`config.mk`:
```
export PLATFORM = sky130hd
export DESIGN_NAME = debug_status_register_bank
export DESIGN_NICKNAME = d
export VERILOG_FILES = /design/src/shared/dbg_status_pkg.sv /design/src/osc_counter.sv /design/src/debug_status_register_bank.sv
export SDC_FILE = /design/constraint.sdc
export NUM_CORES = 2
export LEC_CHECK = 0
export ABC_AREA = 1
export BUFFER_PORTS_ARGS = -buffer_cell sky130_fd_sc_hd__buf_2
export CAP_MARGIN = 5
export CORE_AREA = 2 2 316 318
export CTS_CLUSTER_SIZE = 24
export DETAILED_ROUTE_END_ITERATION = 10
export DIE_AREA = 0 0 318 320
export GPL_ROUTABILITY_DRIVEN = 0
export GPL_TIMING_DRIVEN = 0
export HOLD_SLACK_MARGIN = 0.12
export PLACE_DENSITY_LB_ADDON = 0.1
export SLEW_MARGIN = 40
export SYNTH_ARGS = -nofsm -noshare
export SYNTH_HDL_FRONTEND = slang
export SYNTH_HIERARCHICAL = 1
export SYNTH_SLANG_ARGS = --single-unit
```
`constraint.sdc`:
```
create_clock -name sys_clk -period 4.4 [get_ports sys_clk]
set_input_delay 0.88 -clock sys_clk [delete_from_list [all_inputs] [get_ports sys_clk]]
set_output_delay 0.88 -clock sys_clk [all_outputs]
set_load 0.05 [all_outputs]
```
`src/shared/dbg_status_pkg.sv`:
```
// register numbers, field layouts and encodings of the processor status bank
package dbg_status_pkg;
  localparam int unsigned ADDR_W = 8;
  localparam int unsigned DATA_W = 32;

  localparam logic [7:0] REG_BOOT_STATUS   = 8'h03;
  localparam logic [7:0] REG_OSC_A         = 8'h07;
  localparam logic [7:0] REG_OSC_TILE_WIRE = 8'h08;
  localparam logic [7:0] REG_OSC_CELL      = 8'h09;
  localparam logic [7:0] REG_OSC_WIRE      = 8'h0A;
  localparam logic [7:0] REG_MEM_SIZE      = 8'h0C;
  localparam logic [7:0] REG_SAVED_SP      = 8'h12;
  localparam logic [7:0] REG_FETCH_THREAD  = 8'h13;
  localparam logic [7:0] REG_FETCH_REG     = 8'h14;
  localparam logic [7:0] REG_CAUSE         = 8'h15;
  localparam logic [7:0] REG_IBRK_ADDR     = 8'h30;
  localparam logic [7:0] REG_IBRK_CTRL     = 8'h40;
  localparam logic [7:0] REG_WATCH_FIRST   = 8'h50;
  localparam logic [7:0] REG_WATCH_SECOND  = 8'h60;
  // each group of four: base plus index in bits 1:0
  localparam logic [7:0] GROUP_MASK        = 8'hFC;

  localparam int unsigned NUM_POINTS = 4;
  localparam int unsigned PT_W       = 2;
  localparam int unsigned NUM_THREADS = 8;
  localparam int unsigned THREAD_W   = 8;
  localparam int unsigned OSC_W      = 16;

  // boot status fields
  localparam int unsigned BS_PROC_LSB   = 16;
  localparam int unsigned BS_OVERWRITE  = 8;
  localparam int unsigned BS_CORE1_OFF  = 5;
  localparam int unsigned BS_SKIP_OTP   = 4;
  localparam int unsigned BS_FROM_RAM   = 3;
  localparam int unsigned BS_FROM_JTAG  = 2;
  localparam int unsigned BS_PLL_LSB    = 0;

  // cause record fields
  localparam int unsigned CR_POINT_LSB  = 16;
  localparam int unsigned CR_THREAD_LSB = 8;
  localparam int unsigned CR_CAUSE_LSB  = 0;
  localparam int unsigned CAUSE_W       = 3;
  localparam int unsigned FETCH_REG_W   = 5;

  // breakpoint control fields
  localparam int unsigned BC_THREAD_LSB = 16;
  localparam int unsigned BC_NOT_EQUAL  = 1;
  localparam int unsigned BC_ENABLE     = 0;

  typedef enum logic [2:0] {
    CAUSE_NONE     = 3'h0,
    CAUSE_HOST     = 3'h1,
    CAUSE_CALL     = 3'h2,
    CAUSE_IBREAK   = 3'h3,
    CAUSE_DWATCH   = 3'h4,
    CAUSE_RWATCH   = 3'h5
  } cause_t;

  localparam logic [31:0] ZERO_WORD = 32'h0000_0000;
  localparam logic [15:0] OSC_ONE   = 16'h0001;
endpackage : dbg_status_pkg

```
`src/osc_counter.sv`:
```
// free-running ring oscillator count sampled into the tile clock
`timescale 1ns/10ps
`default_nettype none
module osc_counter #(
  parameter int unsigned WIDTH = 16
) (
  input  wire logic             sys_clk,
  input  wire logic             osc_tick,
  output var  logic [WIDTH-1:0] count_q
);
  typedef struct packed {
    logic [WIDTH-1:0] count;
  } osc_state_t;

  osc_state_t state_q = '0;  // power-on value only, srst never clears it
  osc_state_t state_d;

  // no reset at all: the count survives a system reset
  always_comb begin
    state_d = state_q;
    if (osc_tick) begin
      state_d.count = state_q.count + WIDTH'(1);
    end
  end

  always_ff @(posedge sys_clk) begin
    state_q <= state_d;
  end

  assign count_q = state_q.count;
endmodule : osc_counter
`default_nettype wire

```
`src/debug_status_register_bank.sv`:
```
// processor status register bank with boot status and debug support state
// Operation
// - boot status is read-only; bits 23:16 give the tile processor number
// - boot status bits 1:0 give the sampled boot PLL mode pins
// - boot status bit 3 boots from RAM, bit 2 boots through JTAG
// - boot status bit 5 reads set when the second core is off
// - boot status bit 4 tells boot code to skip OTP level polling
// - four counters show A, tile-wire, cell, wire oscillator counts, bits 15:0
// - oscillator counts are not cleared by system reset
// - RAM size register returns tile RAM size in bytes
// - fetch operand one holds logical core number in bits 7:0
// - fetch operand two holds register number in bits 4:0
// - cause field bits 2:0 encode host, call, break, data, resource
// - bits 17:16 hold firing point number, zero for host and call
// - simultaneous triggers record the lowest-numbered point
// - bits 15:8 hold the causing thread, zero for host request
// - four 32-bit breakpoint address registers hold compare PC values
// - breakpoint control bits 23:16 enable the breakpoint per thread
// - control bit 1 selects fire on equal (0) or unequal (1)
// - control bit 0 enables the breakpoint; control fields reset to zero
// - four registers hold each data watchpoint's first address
// - four registers hold each data watchpoint's second address
`timescale 1ns/10ps
`default_nettype none
module debug_status_register_bank #(
  parameter logic [31:0] MEM_SIZE_BYTES = 32'h0002_0000,
  parameter logic [7:0]  PROC_NUMBER    = 8'h00
) (
  input  wire logic        sys_clk,
  input  wire logic        srst,
  // processor status access
  input  wire logic        ps_read,
  input  wire logic        ps_write,
  input  wire logic [7:0]  ps_reg,
  input  wire logic [31:0] ps_wdata,
  output var  logic [31:0] ps_rdata,
  output var  logic        ps_ack,
  output var  logic        ps_err,
  // boot straps and status
  input  wire logic [1:0]  pll_mode_pins,
  input  wire logic        boot_from_ram,
  input  wire logic        boot_from_jtag,
  input  wire logic        skip_otp_poll,
  input  wire logic        core1_powered_off,
  input  wire logic        boot_mode_overwrite,
  // ring oscillator ticks, one per oscillator
  input  wire logic [3:0]  osc_tick,
  // debug events from the processor
  input  wire logic        host_debug_req,
  input  wire logic        debug_call_instr,
  input  wire logic        data_watch_hit,
  input  wire logic        resource_watch_hit,
  input  wire logic [3:0]  watch_hit_points,
  input  wire logic [7:0]  event_thread,
  input  wire logic [31:0] thread_pc,
  input  wire logic        pc_valid,
  // breakpoint match and recorded debug entry
  output var  logic [3:0]  instr_break_hit,
  output var  logic        debug_entry,
  output var  logic [7:0]  debug_register_fetch_thread,
  output var  logic [4:0]  debug_register_fetch_reg
);
  localparam int unsigned NP = dbg_status_pkg::NUM_POINTS;

  typedef struct packed {
    logic [31:0]            rdata;
    logic                   ack;
    logic                   err;
    logic [31:0]            boot_status;
    logic                   boot_caught;
    logic [31:0]            saved_sp;
    logic [7:0]             fetch_thread;
    logic [4:0]             fetch_reg;
    logic [2:0]             cause;
    logic [7:0]             cause_thread;
    logic [1:0]             cause_point;
    logic [NP-1:0][31:0]    ibrk_addr;
    logic [NP-1:0][7:0]     ibrk_threads;
    logic [NP-1:0]          ibrk_ne;
    logic [NP-1:0]          ibrk_en;
    logic [NP-1:0][31:0]    watch_first;
    logic [NP-1:0][31:0]    watch_second;
    logic [NP-1:0]          brk_hit;
    logic                   entry;
  } bank_state_t;

  bank_state_t state_q;
  bank_state_t state_d;

  logic [3:0][15:0] osc_count;

  genvar gi;
  generate
    for (gi = 0; gi < 4; gi++) begin : g_osc
      osc_counter #(
        .WIDTH (dbg_status_pkg::OSC_W)
      ) u_osc (
        .sys_clk  (sys_clk),
        .osc_tick (osc_tick[gi]),
        .count_q  (osc_count[gi])
      );
    end
  endgenerate

  // breakpoint compare on the current pc for the issuing thread
  function automatic logic bp_match(
    input logic        en,
    input logic        ne,
    input logic [7:0]  threads,
    input logic [31:0] addr,
    input logic [31:0] pc,
    input logic [7:0]  thr
  );
    logic eq;
    logic thr_ok;
    eq     = (pc == addr);
    thr_ok = (thr < 8'(dbg_status_pkg::NUM_THREADS)) && threads[thr[2:0]];
    return en && thr_ok && (ne ? !eq : eq);
  endfunction : bp_match

  logic [NP-1:0] hit_now;
  logic [1:0]    low_ibrk;
  logic [1:0]    low_watch;
  logic [1:0]    idx;
  logic [7:0]    grp;

  always_comb begin
    hit_now   = '0;
    low_ibrk  = '0;
    low_watch = '0;
    for (int i = 0; i < NP; i++) begin
      hit_now[i] = pc_valid && bp_match(state_q.ibrk_en[i],
                                        state_q.ibrk_ne[i],
                                        state_q.ibrk_threads[i],
                                        state_q.ibrk_addr[i],
                                        thread_pc, event_thread);
    end
    // scan downward so the lowest number wins
    for (int i = NP - 1; i >= 0; i--) begin
      if (hit_now[i]) begin
        low_ibrk = 2'(i);
      end
      if (watch_hit_points[i]) begin
        low_watch = 2'(i);
      end
    end
  end

  always_comb begin
    state_d     = state_q;
    state_d.ack = 1'b0;
    state_d.err = 1'b0;
    state_d.entry = 1'b0;
    state_d.brk_hit = hit_now;
    idx = ps_reg[1:0];
    grp = ps_reg & dbg_status_pkg::GROUP_MASK;

    // straps are caught by a clocked process after reset release
    if (!state_q.boot_caught) begin
      state_d.boot_caught = 1'b1;
      state_d.boot_status = dbg_status_pkg::ZERO_WORD;
      state_d.boot_status[dbg_status_pkg::BS_PROC_LSB +: 8] = PROC_NUMBER;
      state_d.boot_status[dbg_status_pkg::BS_PLL_LSB +: 2] = pll_mode_pins;
      state_d.boot_status[dbg_status_pkg::BS_FROM_RAM]  = boot_from_ram;
      state_d.boot_status[dbg_status_pkg::BS_FROM_JTAG] = boot_from_jtag;
      state_d.boot_status[dbg_status_pkg::BS_CORE1_OFF] = core1_powered_off;
      state_d.boot_status[dbg_status_pkg::BS_SKIP_OTP]  = skip_otp_poll;
      state_d.boot_status[dbg_status_pkg::BS_OVERWRITE] = boot_mode_overwrite;
    end
    state_d.boot_status[dbg_status_pkg::BS_CORE1_OFF] = core1_powered_off;

    // writes; read-only and unmapped registers flag an error
    if (ps_write) begin
      state_d.ack = 1'b1;
      if (ps_reg == dbg_status_pkg::REG_SAVED_SP) begin
        state_d.saved_sp = ps_wdata;
      end else if (ps_reg == dbg_status_pkg::REG_FETCH_THREAD) begin
        state_d.fetch_thread = ps_wdata[7:0];
      end else if (ps_reg == dbg_status_pkg::REG_FETCH_REG) begin
        state_d.fetch_reg = ps_wdata[4:0];
      end else if (ps_reg == dbg_status_pkg::REG_CAUSE) begin
        state_d.cause        = ps_wdata[dbg_status_pkg::CR_CAUSE_LSB +: 3];
        state_d.cause_thread = ps_wdata[dbg_status_pkg::CR_THREAD_LSB +: 8];
        state_d.cause_point  = ps_wdata[dbg_status_pkg::CR_POINT_LSB +: 2];
      end else if (grp == dbg_status_pkg::REG_IBRK_ADDR) begin
        state_d.ibrk_addr[idx] = ps_wdata;
      end else if (grp == dbg_status_pkg::REG_IBRK_CTRL) begin
        state_d.ibrk_threads[idx] =
          ps_wdata[dbg_status_pkg::BC_THREAD_LSB +: 8];
        state_d.ibrk_ne[idx] = ps_wdata[dbg_status_pkg::BC_NOT_EQUAL];
        state_d.ibrk_en[idx] = ps_wdata[dbg_status_pkg::BC_ENABLE];
      end else if (grp == dbg_status_pkg::REG_WATCH_FIRST) begin
        state_d.watch_first[idx] = ps_wdata;
      end else if (grp == dbg_status_pkg::REG_WATCH_SECOND) begin
        state_d.watch_second[idx] = ps_wdata;
      end else begin
        state_d.err = 1'b1;
      end
    end else if (ps_read) begin
      state_d.ack   = 1'b1;
      state_d.rdata = dbg_status_pkg::ZERO_WORD;
      if (ps_reg == dbg_status_pkg::REG_BOOT_STATUS) begin
        state_d.rdata = state_q.boot_status;
      end else if (ps_reg == dbg_status_pkg::REG_OSC_A) begin
        state_d.rdata[15:0] = osc_count[0];
      end else if (ps_reg == dbg_status_pkg::REG_OSC_TILE_WIRE) begin
        state_d.rdata[15:0] = osc_count[1];
      end else if (ps_reg == dbg_status_pkg::REG_OSC_CELL) begin
        state_d.rdata[15:0] = osc_count[2];
      end else if (ps_reg == dbg_status_pkg::REG_OSC_WIRE) begin
        state_d.rdata[15:0] = osc_count[3];
      end else if (ps_reg == dbg_status_pkg::REG_MEM_SIZE) begin
        state_d.rdata = MEM_SIZE_BYTES;
      end else if (ps_reg == dbg_status_pkg::REG_SAVED_SP) begin
        state_d.rdata = state_q.saved_sp;
      end else if (ps_reg == dbg_status_pkg::REG_FETCH_THREAD) begin
        state_d.rdata[7:0] = state_q.fetch_thread;
      end else if (ps_reg == dbg_status_pkg::REG_FETCH_REG) begin
        state_d.rdata[4:0] = state_q.fetch_reg;
      end else if (ps_reg == dbg_status_pkg::REG_CAUSE) begin
        state_d.rdata[dbg_status_pkg::CR_CAUSE_LSB +: 3]  = state_q.cause;
        state_d.rdata[dbg_status_pkg::CR_THREAD_LSB +: 8] = state_q.cause_thread;
        state_d.rdata[dbg_status_pkg::CR_POINT_LSB +: 2]  = state_q.cause_point;
      end else if (grp == dbg_status_pkg::REG_IBRK_ADDR) begin
        state_d.rdata = state_q.ibrk_addr[idx];
      end else if (grp == dbg_status_pkg::REG_IBRK_CTRL) begin
        state_d.rdata[dbg_status_pkg::BC_THREAD_LSB +: 8] =
          state_q.ibrk_threads[idx];
        state_d.rdata[dbg_status_pkg::BC_NOT_EQUAL] = state_q.ibrk_ne[idx];
        state_d.rdata[dbg_status_pkg::BC_ENABLE]    = state_q.ibrk_en[idx];
      end else if (grp == dbg_status_pkg::REG_WATCH_FIRST) begin
        state_d.rdata = state_q.watch_first[idx];
      end else if (grp == dbg_status_pkg::REG_WATCH_SECOND) begin
        state_d.rdata = state_q.watch_second[idx];
      end else begin
        state_d.err = 1'b1;
      end
    end

    // debug entry beats a same-cycle software write to the record;
    // host request takes priority, then call, then break, data, resource
    if (host_debug_req) begin
      state_d.entry        = 1'b1;
      state_d.cause        = dbg_status_pkg::CAUSE_HOST;
      state_d.cause_thread = '0;
      state_d.cause_point  = '0;
    end else if (debug_call_instr) begin
      state_d.entry        = 1'b1;
      state_d.cause        = dbg_status_pkg::CAUSE_CALL;
      state_d.cause_thread = event_thread;
      state_d.cause_point  = '0;
    end else if (|hit_now) begin
      state_d.entry        = 1'b1;
      state_d.cause        = dbg_status_pkg::CAUSE_IBREAK;
      state_d.cause_thread = event_thread;
      state_d.cause_point  = low_ibrk;
    end else if (data_watch_hit) begin
      state_d.entry        = 1'b1;
      state_d.cause        = dbg_status_pkg::CAUSE_DWATCH;
      state_d.cause_thread = event_thread;
      state_d.cause_point  = low_watch;
    end else if (resource_watch_hit) begin
      state_d.entry        = 1'b1;
      state_d.cause        = dbg_status_pkg::CAUSE_RWATCH;
      state_d.cause_thread = event_thread;
      state_d.cause_point  = low_watch;
    end

    if (srst) begin
      state_d.rdata        = dbg_status_pkg::ZERO_WORD;
      state_d.ack          = 1'b0;
      state_d.err          = 1'b0;
      state_d.boot_caught  = 1'b0;
      state_d.boot_status  = dbg_status_pkg::ZERO_WORD;
      state_d.cause        = dbg_status_pkg::CAUSE_NONE;
      state_d.cause_thread = '0;
      state_d.cause_point  = '0;
      state_d.fetch_thread = '0;
      state_d.fetch_reg    = '0;
      state_d.saved_sp     = dbg_status_pkg::ZERO_WORD;
      state_d.ibrk_threads = '0;
      state_d.ibrk_ne      = '0;
      state_d.ibrk_en      = '0;
      state_d.ibrk_addr    = '0;
      state_d.watch_first  = '0;
      state_d.watch_second = '0;
      state_d.brk_hit      = '0;
      state_d.entry        = 1'b0;
    end
  end

  // one register write of the whole record keeps fields consistent
  always_ff @(posedge sys_clk) begin
    state_q <= state_d;
  end

  assign ps_rdata        = state_q.rdata;
  assign ps_ack          = state_q.ack;
  assign ps_err          = state_q.err;
  assign instr_break_hit = state_q.brk_hit;
  assign debug_entry     = state_q.entry;
  assign debug_register_fetch_thread = state_q.fetch_thread;
  assign debug_register_fetch_reg    = state_q.fetch_reg;
endmodule : debug_status_register_bank
`default_nettype wire

```
# [Word level (Yosys, flattened, before mapping)]
# Cells that the tools add are included.
[totals] ff_bits=593 in_bits=104
[op_classes] n_addsub=4 n_lt_le_gt_ge=4 n_eq_ne=30 mux=123 n_bitwise=8 n_reduce_logical=45
[op_table] operator="437-bit two-way mux" n=4
[op_table] operator="32-bit two-way mux" n=22
[op_table] operator="128-bit two-way mux" n=4
[op_table] operator="424-bit two-way mux" n=1
[op_table] operator="128-bit bitwise mux" n=3
[op_table] operator="296-bit two-way mux" n=1
[op_table] operator="256-bit two-way mux" n=1
[op_table] operator="32-bit binary-select mux with 2-bit select" n=3
[op_table] operator="32-bit == test" n=4
[op_table] operator="16-bit two-way mux" n=8
[op_table] operator="16-bit by 1-bit adder with 16-bit output, second input constant" n=4
[op_table] operator="32-bit demux with 2-bit select" n=1
[op_table] operator="40-bit two-way mux" n=1
[op_table] operator="8-bit two-way mux" n=5
[op_table] operator="13-bit two-way mux" n=3
[op_table] operator="32-bit bitwise mux" n=1
[op_table] operator="8-bit by 4-bit == test with 1-bit output, second input constant" n=4
[op_table] operator="8-bit by 5-bit == test with 1-bit output, second input constant" n=4
[op_table] operator="1-bit two-way mux" n=30
[op_table] operator="14-bit two-way mux" n=2
[op_table] operator="27-bit two-way mux" n=1
[op_table] operator="12-bit two-way mux" n=2
[op_table] operator="24-bit two-way mux" n=1
[op_table] operator="2-bit two-way mux" n=11
[op_table] operator="other kinds (41)" n=93

# [Longest topological paths before layout]
[logic_depth] depth_word=30 mapped_depth=18

# [Cells and area by module]
# The synthesis kept the hierarchy.
[by_module_without_submodules] mod="debug_status_register_bank" n_inst=1 cells_each=3664 area_per_inst_um2=25903.6 seq_area_each_um2=10590.2
[by_module_without_submodules] mod="osc_counter at g_osc[0].u_osc ..." n_inst=2 cells_each=88 area_per_inst_um2=853.3 seq_area_each_um2=480.5
[by_module_without_submodules] mod="osc_counter at g_osc[3].u_osc" n_inst=1 cells_each=90 area_per_inst_um2=852.1 seq_area_each_um2=480.5
[by_module_without_submodules] mod="osc_counter at g_osc[2].u_osc" n_inst=1 cells_each=89 area_per_inst_um2=840.8 seq_area_each_um2=480.5

# [Worst setup path after synthesis]
# Ideal clock, no wire load.
[synth_path] path_kind="input -> register" from="input port thread_pc[2]" to="register state_q[439] (netlist bit)" setup_ps=115 t_arrival_ps=2277 t_required_ps=4285 setup_slack_ps=2008 cell_stages=14 path_cell_list="buf_4 xnor2_1 nand2_1 nor2_1 nand2_1 nor2_2 nand3_1 nand3_1 nand2_4 nor2_8 buf_6 nand2_1 o21ai_2 a21oi_2"
[synth_between] elab_chain_cells=9 word_cells_on_any_way=30 cone_classes="eq/ne (7); mux (7); reduce/logical (16)"
[synth_rtl] item="start: declaration" line="debug_status_register_bank.sv:55" rtl="input wire logic [31:0] thread_pc,"
[synth_rtl] item="32-bit == test" line="debug_status_register_bank.sv:116" rtl="eq = (pc == addr);"
[synth_rtl] item="1-bit logical NOT" line="debug_status_register_bank.sv:118" rtl="return en && thr_ok && (ne ? !eq : eq);"
[synth_rtl] item="1-bit two-way mux" line="debug_status_register_bank.sv:118"
[synth_rtl] item="1-bit logical AND" line="debug_status_register_bank.sv:118"
[synth_rtl] item="1-bit logical AND" line="debug_status_register_bank.sv:132" rtl="hit_now[i] = pc_valid && bp_match(state_q.ibrk_en[i],"
[synth_rtl] item="4-bit OR reduction *" line="debug_status_register_bank.sv:252" rtl="end else if (|hit_now) begin"
[synth_rtl] item="branches (longest 3 deep; another with 6-bit by 5-bit != test with 1-bit output)"
[synth_rtl] item="end signal: assignment" line="debug_status_register_bank.sv:294" rtl="state_q <= state_d;"
[synth_rtl] item="end: declaration" line="debug_status_register_bank.sv:87" rtl="bank_state_t state_q;"
# Every way passes the cells marked *.
# A chain may end at the register's enable or synchronous reset.

# [Worst setup path in the final report]
[layout_path] from="input port ps_reg[0]" to="register state_q (netlist bit ps_rdata[22])"
[layout_between] elab_chain_cells=28 word_cells_on_any_way=44 cone_classes="eq/ne (10); mux (34)"
[layout_rtl] item="start: declaration" line="debug_status_register_bank.sv:34" rtl="input wire logic [7:0] ps_reg,"
[layout_rtl] item="32-bit binary-select mux with 2-bit select" line="debug_status_register_bank.sv:234" rtl="state_d.rdata = state_q.watch_second[idx];"
[layout_rtl] item="32-bit two-way mux (not written as such)" line="debug_status_register_bank.sv:234"
[layout_rtl] item="32-bit two-way mux" line="debug_status_register_bank.sv:233" rtl="end else if (grp == dbg_status_pkg::REG_WATCH_SECOND) begin"
[layout_rtl] item="32-bit two-way mux" line="debug_status_register_bank.sv:231" rtl="end else if (grp == dbg_status_pkg::REG_WATCH_FIRST) begin"
[layout_rtl] item="8-bit two-way mux" line="debug_status_register_bank.sv:226" rtl="end else if (grp == dbg_status_pkg::REG_IBRK_CTRL) begin"
[layout_rtl] item="32-bit two-way mux" line="debug_status_register_bank.sv:224" rtl="end else if (grp == dbg_status_pkg::REG_IBRK_ADDR) begin"
[layout_rtl] item="32-bit two-way mux" line="debug_status_register_bank.sv:220" rtl="end else if (ps_reg == dbg_status_pkg::REG_CAUSE) begin"
[layout_rtl] item="32-bit two-way mux" line="debug_status_register_bank.sv:218" rtl="end else if (ps_reg == dbg_status_pkg::REG_FETCH_REG) begin"
[layout_rtl] item="[12 not listed]"
[layout_rtl] item="24-bit two-way mux" line="debug_status_register_bank.sv:216" rtl="end else if (ps_reg == dbg_status_pkg::REG_FETCH_THREAD) begin"
[layout_rtl] item="32-bit two-way mux" line="debug_status_register_bank.sv:214" rtl="end else if (ps_reg == dbg_status_pkg::REG_SAVED_SP) begin"
[layout_rtl] item="32-bit two-way mux" line="debug_status_register_bank.sv:212" rtl="end else if (ps_reg == dbg_status_pkg::REG_MEM_SIZE) begin"
[layout_rtl] item="16-bit two-way mux" line="debug_status_register_bank.sv:210" rtl="end else if (ps_reg == dbg_status_pkg::REG_OSC_WIRE) begin"
[layout_rtl] item="16-bit two-way mux" line="debug_status_register_bank.sv:208" rtl="end else if (ps_reg == dbg_status_pkg::REG_OSC_CELL) begin"
[layout_rtl] item="16-bit two-way mux" line="debug_status_register_bank.sv:206" rtl="end else if (ps_reg == dbg_status_pkg::REG_OSC_TILE_WIRE) begin"
[layout_rtl] item="16-bit two-way mux" line="debug_status_register_bank.sv:204" rtl="end else if (ps_reg == dbg_status_pkg::REG_OSC_A) begin"
[layout_rtl] item="32-bit two-way mux *" line="debug_status_register_bank.sv:202" rtl="if (ps_reg == dbg_status_pkg::REG_BOOT_STATUS) begin"
# Every way passes the cells marked *; elsewhere a longest branch is shown, timed or not. The select of a mux whose other input is x is not followed.

==> impl_table.tex <==
\begin{tabular}{lr}
\hline
Metric & Value \\
\hline
\multicolumn{2}{l}{\textbf{Run status}} \\
Result of the run & completed \\
\multicolumn{2}{l}{\textbf{Clocking}} \\
Clock tree from TritonCTS & yes \\
H-Tree Level Count & 3 \\
Maximum number of buffers from clock root to sink & 3 \\
Latest clock arrival within the worst-skew pair & 0.65 ns \\
Clock-pin slew reported for the worst setup and hold paths after clock tree synthesis & 0.06 ns \\
Hold buffer count at CTS & 0 \\
Number of gates resized after cts & 0 \\
Buffers inserted by post-CTS timing repair & 0 \\
Total clock buffers created by CTS & 75 \\
Num Clock Sinks & 593 \\
Root buf cell & sky130\_fd\_sc\_hd\_\_clkbuf\_16 \\
\multicolumn{2}{l}{\textbf{Power}} \\
Internal power & 9.99 mW \\
Power per standard cell area & 397 nW/µm² \\
Standby leakage power & 12.4 nW \\
Fraction of power spent switching nets & 0.267 \\
Part of the total power dissipated in sequential elements & 0.413 \\
Proportion of power drawn by the clock network & 0.498 \\
Share of total power in combinational logic & 0.089 \\
Net switching power & 3.64 mW \\
Largest vdd supply drop & 0.000246 V \\
\multicolumn{2}{l}{\textbf{Final layout}} \\
Total number of nets in the final design & 4327 \\
Fill cell total of the finished layout & 10700 \\
Post-route standard cell area excluding fillers & 34300 µm² \\
Final core utilization & 0.350 \\
Share of cells above drive strength 1 & 0.131 \\
Fin cells & 5568 \\
Area added between synthesis and finish & 17.0\% \\
\multicolumn{2}{l}{\textbf{Critical path}} \\
Worst setup path startpoint & ps\_reg[0] \\
Data arrival time of the critical path & 4.28 ns \\
Setup crit start kind & primary input \\
CP required & 4.97 ns \\
Maximum net fanout on the critical path & 10 \\
Sequence of cells on the critical path & buf\_4, inv\_2, nand2\_2, buf\_2, buf\_2, o22ai\_1, o31ai\_1, a21oi\_1, o22ai\_1, nand2\_1, a21oi\_1 \\
Slowest stage cell, crit path & sky130\_fd\_sc\_hd\_\_o31ai\_1 \\
Nature of the critical path endpoint & register \\
Category of the most critical setup path & primary input to register \\
Largest stage delay, worst path & 0.86 ns \\
\multicolumn{2}{l}{\textbf{Floorplanning}} \\
Starting utilization of the core area & 0.299 \\
Number of cell rows & 115 \\
I/O pin count & 156 \\
DIE AREA & 102000 µm² \\
Width of the die & 318 µm \\
Die outline height & 320 µm \\
Core Area & 98000 µm² \\
\multicolumn{2}{l}{\textbf{STA}} \\
Final critical-path required period & 3.72 ns \\
RSZ-0062 raised after global routing & false \\
Transition time of the tightest slew-check pin & 0.966 ns \\
Period utilisation layout & 0.844 \\
Setup violators final & 0 \\
Max frequency & 0.269 GHz \\
Endpoints failing hold & 0 \\
Final slew viol count & 0 \\
Setup TNS & 0 ns \\
Rel. slew slack & 0.351 \\
Worst-case clock skew & 0.0207 ns \\
\multicolumn{2}{l}{\textbf{Logic synthesis}} \\
Average cell area after synthesis & 7.29 µm² \\
Most common library cells after synthesis & 768 x sky130\_fd\_sc\_hd\_\_nand2\_1, 562 x sky130\_fd\_sc\_hd\_\_a21oi\_1, 529 x sky130\_fd\_sc\_hd\_\_dfxtp\_1, 395 x sky130\_fd\_sc\_hd\_\_inv\_1, 362 x sky130\_fd\_sc\_hd\_\_o21ai\_0 \\
Post-synth cell types & 50 \\
Count of flip-flops with a built-in enable after synthesis & 64 \\
Number of nets produced by synthesis & 4127 \\
Predominant post-synthesis flop cell & sky130\_fd\_sc\_hd\_\_dfxtp\_1 \\
FF+latch count, synth & 593 \\
Synthesized instance count & 4019 \\
Proportion of register bits with asynchronous set or reset after synthesis & 0 \\
Largest cells by area after synthesis & sky130\_fd\_sc\_hd\_\_dfxtp\_1 36\%, sky130\_fd\_sc\_hd\_\_nand2\_1 9.8\%, sky130\_fd\_sc\_hd\_\_a21oi\_1 9.6\% \\
Area share of the largest cell type after synthesis & 0.361 \\
Syn Std Cell Area & 29300 µm² \\
Cell taking the most area after synthesis & sky130\_fd\_sc\_hd\_\_dfxtp\_1 \\
Library cell with the highest instance count after synthesis & sky130\_fd\_sc\_hd\_\_nand2\_1 \\
YS warnings & 6 \\
Proportion of synthesized chip area in sequential cells & 0.427 \\
\multicolumn{2}{l}{\textbf{Global route}} \\
Global router's overall resource usage & 0.282 \\
Maximum number of pins on one net before global-route repair & 17 \\
GRT overflow & 0 \\
Number of antenna violations at the first check in global routing & 6 \\
Global-route wire length before repair & 207000 µm \\
Vias in the first global route & 27600 \\
\multicolumn{2}{l}{\textbf{Detailed routing}} \\
DR WL/cell & 26.5 µm \\
Count of routing violations after the opening detailed-route iteration & 3039 \\
Detailed-route wire length & 147000 µm \\
Post-detailed-route DRC marker count & 0 \\
Number of search-and-repair iterations in the first detailed-routing pass & 6 \\
Number of vias after detailed routing & 29400 \\
DRT antenna net count & 0 \\
Via density & 5.29 \\
\multicolumn{2}{l}{\textbf{Placed design}} \\
Sum of net half-perimeters after detailed placement & 112000 µm \\
Cell count after placement & 5429 \\
Placement Cell Area & 31600 µm² \\
IO Port Bufs & 123 \\
\multicolumn{2}{l}{\textbf{Hold path}} \\
Worst hold path class & register to register \\
\multicolumn{2}{l}{\textbf{Job}} \\
Count of max-cap constraint violations & 0 \\
\hline
\end{tabular}
## per-stage QoR
stage | total power [mW] | setup slack, ns | hold WS [ns]
global placement | 6.93 | 0.0650 | 0.434
finish | 13.6 | 0.685 | 0.446
detailed placement | 6.93 | 0.276 | 0.438
floorplan | 6.35 | 2.01 | 0.424
CTS | 13.7 | 0.953 | 0.413
global route | 14.0 | 0.842 | 0.464
## cells in the final DEF, fill, tap and decap left out, types with 64 or more instances in the layout
cell type	Yosys	layout
sky130_fd_sc_hd__xnor2_1	117	117
sky130_fd_sc_hd__buf_2	99	225
sky130_fd_sc_hd__dfxtp_1	529	529
sky130_fd_sc_hd__clkbuf_16	0	82
sky130_fd_sc_hd__edfxtp_1	64	64
sky130_fd_sc_hd__nor2_1	201	201
sky130_fd_sc_hd__o21ai_0	362	362
sky130_fd_sc_hd__clkbuf_1	163	153
sky130_fd_sc_hd__a21oi_1	562	562
sky130_fd_sc_hd__nand3_1	224	224
sky130_fd_sc_hd__nand2_1	768	768
sky130_fd_sc_hd__o22ai_1	141	141
sky130_fd_sc_hd__inv_1	395	395
## cell families after synthesis
kind of cell,Yosys count,synth area share
xor gates and xnor gates,129,0.0386
buffers and inverters,768,0.115
and+or+nand+nor,1353,0.203
adders and majority gates,4,0.00171
AOI/OAI and AO/OA,1172,0.215
DFF,593,0.427
## power by group through the flow
stage | sequential, mW | clock (mW) | combinational [mW]
after floorplan | 5.72 | 0 | 0.623
after global placement | 5.75 | 0 | 1.18
after detailed placement | 5.75 | 0 | 1.18
after CTS | 5.63 | 6.86 | 1.19
after global routing | 5.64 | 7.06 | 1.27
final | 5.63 | 6.78 | 1.21
## critical path, delay by kind of cell
family	cells	cell delay (ns)
AOI/OAI and AO/OA	5	1.78
buffers and inverters	4	1.27
and+or+nand+nor	2	0.33
## worst paths after layout
path	slack, ns	cells after the start	end
hold / removal	0.45	2	register
hold reg to reg	0.45	2	register
setup reg to reg	1.81	13	state_q[436]
setup / recovery	0.68	11	ps_rdata[22]
## routing by layer
layer	up-vias	track usage	wire length, µm
li1	13800	-	-
met1	14200	0.378	64100
met2	1214	0.444	65400
met3	261	0.0383	10100
met4	8	0.143	7750
met5	-	0	47
## final cells by class
| type | instances | area [µm²] | share of cell area |
|---|---|---|---|
| clock inverter | 14 | 250 | 0.00730 |
| antenna | 2 | 5.00 | 0.000146 |
| multi-input combinational | 2658 | 13500 | 0.393 |
| buffer | 348 | 1820 | 0.0532 |
| inverter | 420 | 1580 | 0.0462 |
| tap | 1287 | 1610 | 0.0470 |
| timing repair buffer | 123 | 616 | 0.0180 |
| clock buffer | 123 | 2420 | 0.0705 |
| sequential | 593 | 12500 | 0.365 |
(Power assumes the default switching activity.)
